### src/verilog/erfs_map.svh
`ifndef ERFS_MAP_SVH
`define ERFS_MAP_SVH
// Function
// Eleven filters, each individually enabled by software.
// Fixed priority; first definitive verdict wins.
// Collect forces accept; reject forces discard.
// Frames never accepted are discarded, not stored.
// Reset enables CRC-reject, short-reject, own-unicast, broadcast.
// Control frames filtered only with pass option.
// Host disables reception before changing filters.
// Bit 15 enables hash-table hit acceptance.
// Bit 14 enables wake-pattern acceptance.
// Bit 12 inverts pattern checksum success condition.
// Bits 11-8 pattern mode gate pattern acceptance.
// Pattern mode codes decode; codes above 1001 reserved.
// Bad-FCS accept or reject; others deferred.
// Frames of 63 bytes or fewer are short.
// Decrement control lowers count, self-clears immediately.
// Status bit 15 pending; interrupt pin low if enabled.
// Status bit 14 shows flow-control machine idle.
// Status bit 13 high while frame is received.
// Status bit 12 zero until clocks are stable.
// Status bit 10 shows physical-layer full duplex.
// Status bit 8 shows link established.
// Status bits 7-0 hold pending packet count.
// Reserved status bits ignored; filter bit 13 reads zero.
// Count increments per accepted frame fully stored.

// Register byte addresses.
`define ERFS_ADDR_STATUS 12'h000
`define ERFS_ADDR_FILTER 12'h004
`define ERFS_ADDR_CONTROL 12'h008

// Status register fields.
`define ERFS_ST_IRQ 15
`define ERFS_ST_FC_IDLE 14
`define ERFS_ST_RX_ACTIVE 13
`define ERFS_ST_CLK_STABLE 12
`define ERFS_ST_DUPLEX 10
`define ERFS_ST_LINK 8

// Filter control register fields.
`define ERFS_FC_HASH 15
`define ERFS_FC_WAKE 14
`define ERFS_FC_UNUSED 13
`define ERFS_FC_INVERT 12
`define ERFS_FC_MODE_HI 11
`define ERFS_FC_MODE_LO 8
`define ERFS_FC_FCS_ACC 7
`define ERFS_FC_FCS_REJ 6
`define ERFS_FC_SHORT_ACC 5
`define ERFS_FC_SHORT_REJ 4
`define ERFS_FC_OWN 3
`define ERFS_FC_FOREIGN 2
`define ERFS_FC_GROUP 1
`define ERFS_FC_ALL 0
`define ERFS_FILTER_RESET 16'h0059
`define ERFS_FILTER_WMASK 16'hDFFF

// Control register fields.
`define ERFS_CT_RX_EN 0
`define ERFS_CT_PASS_CTL 1
`define ERFS_CT_GIE 2
`define ERFS_CT_PKT_DEC 8

// Largest short frame length in bytes.
`define ERFS_SHORT_MAX 16'h003F
`define ERFS_PKT_MAX 8'hFF
`endif

### src/verilog/erfs_pkg.sv
package erfs_pkg;

    typedef enum logic [3:0] {
        ERFS_PM_OFF = 4'h0,
        ERFS_PM_ANY = 4'h1,
        ERFS_PM_OWN = 4'h2,
        ERFS_PM_NOT_OWN = 4'h3,
        ERFS_PM_GROUP = 4'h4,
        ERFS_PM_NOT_GROUP = 4'h5,
        ERFS_PM_BCAST = 4'h6,
        ERFS_PM_NOT_BCAST = 4'h7,
        ERFS_PM_HASH = 4'h8,
        ERFS_PM_WAKE = 4'h9
    } erfs_pmode_t;

    typedef struct packed {
        logic [2:0] sync_a;
        logic [2:0] sync_b;
        logic [15:0] filt;
        logic rx_en;
        logic pass_ctl;
        logic gie;
        logic [7:0] pkt_cnt;
        logic rx_active;
        logic dec_valid;
        logic dec_accept;
        logic [31:0] rdata;
        logic slverr;
        logic irq_n;
    } erfs_state_t;

endpackage : erfs_pkg

### src/verilog/erfs_top.sv
// Chosen here: the APB register port and the register addresses.
`timescale 1ns/1ps
`include "erfs_map.svh"

module erfs_top
    import erfs_pkg::*;
(
    input wire logic pclk, // 200 MHz clock.
    input wire logic presetn, // Asynchronous reset, active low.
    input wire logic psel, // APB select.
    input wire logic penable, // APB access phase.
    input wire logic pwrite, // APB direction.
    input wire logic [11:0] paddr, // APB byte address.
    input wire logic [31:0] pwdata, // APB write data.
    output logic [31:0] prdata, // APB read data.
    output logic pready, // APB ready.
    output logic pslverr, // APB error on unmapped address.
    input wire logic frame_start, // Pulse: MAC begins taking a frame.
    input wire logic frame_end, // Pulse: frame complete, attributes valid.
    input wire logic frame_fcs_bad, // FCS of the frame is invalid.
    input wire logic [15:0] frame_length, // Frame length in bytes.
    input wire logic frame_is_control, // Frame is an Ethernet control frame.
    input wire logic dest_own, // Destination equals station_address.
    input wire logic dest_group, // Destination has the group bit set.
    input wire logic dest_bcast, // Destination is all ones.
    input wire logic hash_hit, // Hash detector selects a set table bit.
    input wire logic wake_hit, // Wake-up pattern detected.
    input wire logic pattern_csum_match, // Pattern checksum matches.
    output logic decision_valid, // Pulse: verdict for the last frame.
    output logic decision_accept, // Verdict: store the frame.
    input wire logic frame_stored, // Pulse: accepted frame fully written.
    input wire logic [15:0] irq_flags, // Interrupt flag register bits.
    input wire logic [15:0] irq_enables, // Interrupt enable register bits.
    input wire logic flow_ctrl_idle, // Flow-control machine is idle.
    input wire logic phy_link_up, // Pin: link established.
    input wire logic phy_full_duplex, // Pin: PHY in full duplex.
    input wire logic clocks_stable, // Pin: Ethernet clocks running stably.
    output logic receive_enable, // Reception enabled by software.
    output logic pass_control_frames, // Control frames go to the filters.
    output logic irq_n // Interrupt pin, active low.
);

    erfs_state_t q;
    erfs_state_t n;

    logic [15:0] status_w;
    logic [15:0] control_w;
    logic verdict;
    logic irq_pending;
    logic [1:0] acc_idx;

    function automatic logic [1:0] erfs_decode(input logic [11:0] addr);
        if (addr == `ERFS_ADDR_STATUS) begin
            erfs_decode = 2'd1;
        end else if (addr == `ERFS_ADDR_FILTER) begin
            erfs_decode = 2'd2;
        end else if (addr == `ERFS_ADDR_CONTROL) begin
            erfs_decode = 2'd3;
        end else begin
            erfs_decode = 2'd0;
        end
    endfunction : erfs_decode

    // Pattern mode condition; reserved codes never succeed.
    function automatic logic erfs_mode_cond(input logic [3:0] mode, input logic own,
                                            input logic grp, input logic bc,
                                            input logic hh, input logic wk);
        case (mode)
            ERFS_PM_ANY: erfs_mode_cond = 1'b1;
            ERFS_PM_OWN: erfs_mode_cond = own;
            ERFS_PM_NOT_OWN: erfs_mode_cond = !own;
            ERFS_PM_GROUP: erfs_mode_cond = grp;
            ERFS_PM_NOT_GROUP: erfs_mode_cond = !grp;
            ERFS_PM_BCAST: erfs_mode_cond = bc;
            ERFS_PM_NOT_BCAST: erfs_mode_cond = !bc;
            ERFS_PM_HASH: erfs_mode_cond = hh;
            ERFS_PM_WAKE: erfs_mode_cond = wk;
            default: erfs_mode_cond = 1'b0;
        endcase
    endfunction : erfs_mode_cond

    // Filter chain; collection filters that may override rejections sit first.
    always_comb begin
        logic short_frame;
        logic pm_success;
        short_frame = 1'b0;
        pm_success = 1'b0;
        short_frame = (frame_length <= `ERFS_SHORT_MAX);
        pm_success = q.filt[`ERFS_FC_INVERT] ? !pattern_csum_match
                                             : pattern_csum_match;
        verdict = 1'b0;
        if (q.filt[`ERFS_FC_FCS_ACC] && frame_fcs_bad) begin
            verdict = 1'b1;
        end else if (q.filt[`ERFS_FC_SHORT_ACC] && short_frame) begin
            verdict = 1'b1;
        end else if (q.filt[`ERFS_FC_FCS_REJ] && frame_fcs_bad) begin
            verdict = 1'b0;
        end else if (q.filt[`ERFS_FC_SHORT_REJ] && short_frame) begin
            verdict = 1'b0;
        end else if (q.filt[`ERFS_FC_OWN] && dest_own) begin
            verdict = 1'b1;
        end else if (q.filt[`ERFS_FC_FOREIGN] && !dest_group && !dest_own) begin
            verdict = 1'b1;
        end else if (q.filt[`ERFS_FC_GROUP] && dest_group) begin
            verdict = 1'b1;
        end else if (q.filt[`ERFS_FC_ALL] && dest_bcast) begin
            verdict = 1'b1;
        end else if (q.filt[`ERFS_FC_HASH] && hash_hit) begin
            verdict = 1'b1;
        end else if (q.filt[`ERFS_FC_WAKE] && wake_hit) begin
            verdict = 1'b1;
        end else if (pm_success && erfs_mode_cond(q.filt[`ERFS_FC_MODE_HI:`ERFS_FC_MODE_LO],
                     dest_own, dest_group, dest_bcast, hash_hit, wake_hit)) begin
            verdict = 1'b1;
        end
        // The MAC keeps control frames to itself unless software asks for them.
        if (frame_is_control && !q.pass_ctl) begin
            verdict = 1'b0;
        end
        if (!q.rx_en) begin
            verdict = 1'b0;
        end
    end

    assign irq_pending = |(irq_flags & irq_enables);

    always_comb begin
        status_w = 16'h0000;
        status_w[`ERFS_ST_IRQ] = irq_pending;
        status_w[`ERFS_ST_FC_IDLE] = flow_ctrl_idle;
        status_w[`ERFS_ST_RX_ACTIVE] = q.rx_active;
        status_w[`ERFS_ST_CLK_STABLE] = q.sync_b[2];
        status_w[`ERFS_ST_DUPLEX] = q.sync_b[1];
        status_w[`ERFS_ST_LINK] = q.sync_b[0];
        status_w[7:0] = q.pkt_cnt;
        control_w = 16'h0000;
        control_w[`ERFS_CT_RX_EN] = q.rx_en;
        control_w[`ERFS_CT_PASS_CTL] = q.pass_ctl;
        control_w[`ERFS_CT_GIE] = q.gie;
    end

    always_comb begin
        logic do_write;
        logic pkt_inc;
        logic pkt_dec;
        do_write = 1'b0;
        pkt_inc = 1'b0;
        pkt_dec = 1'b0;
        n = q;
        acc_idx = erfs_decode(paddr);
        // The first stage feeds only the second; nothing else looks at it.
        n.sync_a = {clocks_stable, phy_full_duplex, phy_link_up};
        n.sync_b = q.sync_a;

        // Read data and error are captured in setup, so access needs no wait.
        if (psel && !penable) begin
            n.slverr = (acc_idx == 2'd0);
            if (acc_idx == 2'd1) begin
                n.rdata = {16'h0000, status_w};
            end else if (acc_idx == 2'd2) begin
                n.rdata = {16'h0000, q.filt};
            end else if (acc_idx == 2'd3) begin
                n.rdata = {16'h0000, control_w};
            end else begin
                n.rdata = 32'h0000_0000;
            end
        end
        do_write = psel && penable && pwrite;
        if (do_write && acc_idx == 2'd2) begin
            n.filt = pwdata[15:0] & `ERFS_FILTER_WMASK;
        end
        if (do_write && acc_idx == 2'd3) begin
            n.rx_en = pwdata[`ERFS_CT_RX_EN];
            n.pass_ctl = pwdata[`ERFS_CT_PASS_CTL];
            n.gie = pwdata[`ERFS_CT_GIE];
            // The decrement bit is never stored, so it always reads back zero.
            pkt_dec = pwdata[`ERFS_CT_PKT_DEC];
        end

        // A frame is tracked only if reception is on when it starts.
        if (frame_start && q.rx_en) begin
            n.rx_active = 1'b1;
        end else if (frame_end) begin
            n.rx_active = 1'b0;
        end
        n.dec_valid = frame_end && q.rx_active;
        n.dec_accept = frame_end && q.rx_active && verdict;

        // An increment and a decrement in one cycle cancel; the count holds at ERFS_PKT_MAX and at zero.
        pkt_inc = frame_stored;
        if (pkt_inc && !pkt_dec) begin
            if (q.pkt_cnt != `ERFS_PKT_MAX) begin
                n.pkt_cnt = q.pkt_cnt + 8'h01;
            end
        end else if (pkt_dec && !pkt_inc) begin
            if (q.pkt_cnt != 8'h00) begin
                n.pkt_cnt = q.pkt_cnt - 8'h01;
            end
        end
        n.irq_n = !(irq_pending && q.gie);
    end

    always_ff @(posedge pclk or negedge presetn) begin
        if (!presetn) begin
            q <= '0;
            q.filt <= `ERFS_FILTER_RESET;
            q.irq_n <= 1'b1;
        end else begin
            q <= n;
        end
    end

    assign prdata = q.rdata;
    assign pready = 1'b1;
    assign pslverr = q.slverr && psel && penable;
    assign decision_valid = q.dec_valid;
    assign decision_accept = q.dec_accept;
    assign receive_enable = q.rx_en;
    assign pass_control_frames = q.pass_ctl;
    assign irq_n = q.irq_n;

endmodule : erfs_top

### config.mk
export PLATFORM = sky130hd
export DESIGN_NAME = erfs_top
export DESIGN_NICKNAME = d
export VERILOG_FILES = /design/src/verilog/erfs_pkg.sv /design/src/verilog/erfs_top.sv
export VERILOG_INCLUDE_DIRS = /design/src /design/src/verilog
export SDC_FILE = /design/constraint.sdc
export NUM_CORES = 1
export LEC_CHECK = 0
export BUFFER_PORTS_ARGS = -buffer_cell sky130_fd_sc_hd__buf_2
export CAP_MARGIN = 5
export CELL_PAD_IN_SITES_DETAIL_PLACEMENT = 1
export CELL_PAD_IN_SITES_GLOBAL_PLACEMENT = 2
export CORE_MARGIN = 8
export CORE_UTILIZATION = 26
export CTS_CLUSTER_SIZE = 28
export DETAILED_ROUTE_END_ITERATION = 12
export MAX_ROUTING_LAYER = met4
export PLACE_DENSITY_LB_ADDON = 0.1
export REMOVE_ABC_BUFFERS = 1
export SLEW_MARGIN = 10
export SYNTH_ARGS = -nofsm -noshare
export SYNTH_HDL_FRONTEND = slang
export SYNTH_SLANG_ARGS = --single-unit
### constraint.sdc
create_clock -name pclk -period 2.25 [get_ports pclk]
set_input_delay 0.45 -clock pclk [delete_from_list [all_inputs] [get_ports pclk]]
set_output_delay 0.45 -clock pclk [all_outputs]
set_load 0.01 [all_outputs]
==> summary.md <==
| Metric | Value |
|---|---|
| Violations in the final reports | `negative setup slack` |
| Share of total power in combinational logic | `0.364` |
| Cell chain of the critical path | `buf_8 > nor4_4 > nand3_2 > nor2_4 > nand2_2 > ha_4 > inv_6 > buf_6 > ha_1 > o21ai_2 > o21bai_1 > a21o_1 > a21oi_2 > xor2_1` |
| Number of synthesis warnings | `0` |
| Pre-antenna DRT Iters | `4` |
| Count of final hold-check violations | `0` |
| Critical path endpoint category | `flop` |
| Sum of net half-perimeters after detailed placement | `approximately 7300 um` |
| Vias per cell | `4.58` |
| WP data required | `2480 ps` |
| Layout overhead on the synthesized area | `35.7%` |
| Worst skew pair latency | `310 ps` |
| Row cnt | `38` |
| IR Drop Worst-Case VDD | `0.330 mV` |
| Number of max-cap violations | `0` |
| Residual overflow from global routing | `0` |
| Largest stage delay on the critical path | `~270 ps` |
| GR Layer Usage met3 | `0.0370` |
| Hold_buf cts | `0` |
| Vias in the first global route | `between 2000 and 3000` |
| Number of input and output port buffers inserted | `110` |
| Switching fraction of total power | `0.339` |
| R2R Setup Slk | `360 ps` |
| First-pass GRT wire length | `roughly 15000 um` |
| Clock Sinks | `53` |
| Aggregate global-route resource usage | `0.126` |
| Global routing met2 resource utilization | `0.199` |
| Die Span Y | `122 um` |
| Critical-path top delay cell | `nor4_4` |
| Mapped Area | `2920 um2` |
| Via Count | `around 2500` |
| Ant diodes | `0` |
| Max Slew Vio Count | `0` |
| Clock-pin slew on the worst setup and hold paths | `110 ps` |
| Clock tree from TritonCTS | `built` |
| Final Net Count | `~520` |
| Internal Dissipation | `around 0.0018 W` |
| Total length of routed wires | `9150 um` |
| Total of fill cells in the finished design | `1252` |
| Unrepaired setup endpoints after global routing | `yes` |
| Mean routed wirelength per cell | `17.0 um` |
| Busiest grt layer | `met2` |
| Clock root buffer | `clkbuf_8` |
| Start-to-end type of the worst setup path | `primary input to flop` |
| Yosys cell types | `47` |
| Remaining design rule violation count | `0` |
| Final period demand of the worst path | `2260 ps` |
| Count of routing violations after the opening detailed-route iteration | `81` |
| Total Die Area | `14900 um2` |
| Initial core utilization | `0.268` |
| FMAX | `442 MHz` |
| Post-synthesis register bit count | `53` |
| Mean Syn Cell Area | `between 10 and 15 um2` |
| Share of power burned in registers | `0.429` |
| Ratio of total power to cell area | `706 nW/um2` |
| Portion of the clock cycle consumed by the worst path in the final layout | `1.01` |
| Remaining number of nets flagged by the antenna check after routing | `0` |
| GRT met1 Usage | `0.158` |
| Core region area | `10900 um2` |
| Final Wtd Congestion | `0.735` |
| Outcome | `finished with violations` |
| Antenna violations before repair | `0` |
| Floorplan die width | `122 um` |
| Post-layout utilization of the core | `0.364` |
| Number of levels in the clock H-tree | `2` |
| Deepest clock path buffer count | `2` |
| Fraction of power consumed by the clock network | `0.206` |
| Hold Crit Class | `primary input to async pin` |
| Post-synthesis instance total | `around 280` |
| Final hold slack | `119 ps` |
| Smallest setup slack after layout | `-14.0 ps` |
| Clock tree skew after final layout | `11.3 ps` |
| Count of final setup violators | `1` |
| Net switching component of the power | `0.000950 W` |
| CTS buffer count | `5` |
| Arrival time at the worst endpoint | `about 2500 ps` |
| Setup TNS | `-14.0 ps` |
| Highest fanout seen on the critical path | `4` |
| Fraction of final layout cells with drive strength greater than 1 | `0.480` |
| Number of top-level pins | `around 150` |
| Maximum number of pins on one net before global-route repair | `32` |
| Sequential fraction of the synthesis area | `0.456` |
| Startpoint types | `primary input` |
| Total leakage power | `between 1.5 and 2 nW` |
==> worst max-delay path, delay by kind of cell <==
family / cells / cell delay [ps]
XOR/XNOR: 1 / 170
AO/OA/AOI/OAI: 4 / 530
buffers and inverters: 3 / 310
AND/OR/NAND/NOR: 4 / 590
adder cells (fa/ha/maj): 2 / 420
==> power by group through the flow <==
stage	registers [W]	logic [W]	clock network, W
floorplan	0.00114	0.000485	0
global placement	0.00120	0.000804	0
detailed placement	0.00120	0.000818	0
CTS	0.00120	0.000978	0.000613
global route	0.00122	0.00113	0.000643
finish	0.00120	0.00102	0.000577
==> synth_stat cells, drive strengths merged <==
cell type,instances,area (um2)
nand2,29,109
ha,7,87.6
o21bai,3,22.5
inv,5,18.8
xnor2,5,43.8
xor2,3,26.3
fa,1,20.0
a22o,9,78.8
a22oi,12,90.1
and4,1,8.76
and2,1,6.26
or4,2,15.0
a21o,3,22.5
a221oi,4,35.0
a311oi,1,8.76
dfstp,5,131
a211oi,1,7.51
o31ai,4,30.0
nor3,4,31.3
nand4,3,18.8
a21oi,11,55.1
and3,2,12.5
nor3b,1,7.51
o211ai,1,7.51
a221o,1,10.0
or3,1,6.26
o2111ai,1,8.76
nor2,10,37.5
nand3,4,25.0
mux2,21,236
nor4,7,62.6
o21ai,7,35.0
dfrtp,48,1200
o22a,1,8.76
a31oi,1,6.26
clkbuf,4,15.0
buf,38,279
nor2b,3,18.8
mux2i,5,50.1
conb,2,7.51
nand2b,3,18.8
==> metrics by stage <==
step | setup slack (ps) | total power [W] | std cells | area, um2
floorplan | -650 | 0.00163 | 248 | 2680
finish | -14.0 | 0.00280 | 538 | 3960
CTS | -8.88 | 0.00279 | 537 | 3920
global route | -128 | 0.00300 | 538 | 3960
detailed placement | -675 | 0.00202 | 527 | 3650
global placement | -570 | 0.00200 | 527 | 3650
==> path summary, 6_finish.rpt <==
kind,start,end,cells past startpoint
max,paddr[10],q[44]$_DFFE_PN0P_,14
min,presetn,prdata[0]$_DFFE_PN0P_,2
max reg2reg,q[37]$_DFFE_PN0P_,q[43]$_DFFE_PN0P_,6
min reg2reg,n[65]$_DFF_PN0_,q[65]$_DFF_PN0_,0
max in group asynchronous,presetn,q[52]$_DFFE_PN1P_,2
min in group pclk,phy_full_duplex,n[65]$_DFF_PN0_,1
==> layer usage <==
| layer | up-vias | share of wire |
|---|---|---|
| li1 | 1183 | - |
| met1 | 1186 | 0.45 |
| met2 | 91 | 0.46 |
| met3 | 5 | 0.087 |
| met4 | 0 | 0.0063 |
| met5 | - | 0 |
==> flip-flops by register name, indices dropped and copies added (netlist names) <==
register and flops:
q 28, decision_valid 1, irq_n 1, pass_control_frames 1
prdata 16, control_w 1, receive_enable 1, decision_accept 1
n 3
==> kinds of logic (layout without fill, tap and decap cells) <==
family / count (synthesis) / in the layout / share of synthesized area
fa+ha+maj: 8 / 8 / 0.0368
simple gates: 71 / 71 / 0.129
xor+xnor: 8 / 8 / 0.0240
other cells: 2 / 17 / 0.00257
compound gates: 60 / 60 / 0.146
mux: 26 / 26 / 0.0981
buf+inv: 47 / 155 / 0.107
flops: 53 / 53 / 0.456
==> cells in the final DEF (no fill, tap or decap), types with 3 or more instances in the layout <==
| cell type | n |
|---|---|
| a21o_1 | 3 |
| a21oi_1 | 9 |
| a221oi_1 | 4 |
| a22o_1 | 9 |
| a22oi_1 | 12 |
| buf_2 | 106 |
| buf_4 | 28 |
| buf_6 | 6 |
| clkbuf_8 | 5 |
| conb_1 | 17 |
| dfrtp_1 | 48 |
| dfstp_2 | 5 |
| ha_4 | 6 |
| inv_1 | 4 |
| inv_6 | 3 |
| mux2_1 | 10 |
| mux2_2 | 10 |
| mux2i_1 | 5 |
| nand2_1 | 27 |
| nand2b_1 | 3 |
| nand3_1 | 3 |
| nand4_1 | 3 |
| nor2_1 | 9 |
| nor4_1 | 3 |
| o21ai_0 | 4 |
| o21bai_1 | 3 |
| o31ai_1 | 4 |
| xnor2_1 | 5 |
| xor2_1 | 3 |
==> area by class of cell <==
cell class / instances / area, um2 / share of cell area
Clock buffer: 5 / 68.8 / 0.0174
Clock inverter: 3 / 25.0 / 0.00631
Inverter: 5 / 23.8 / 0.00600
Multi-Input combinational cell: 190 / 1500 / 0.377
Sequential cell: 53 / 1330 / 0.336
Tap cell: 140 / 175 / 0.0442
Timing Repair Buffer: 142 / 843 / 0.213
==> what timing repair did <==
action	4_1_cts	5_1_grt
pin swaps	16	3
endpoints found under the setup margin	7	5
buffers inserted	2	1
gates resized for setup	33	7
gates cloned	0	0
Power figures use the tool's default switching activity.
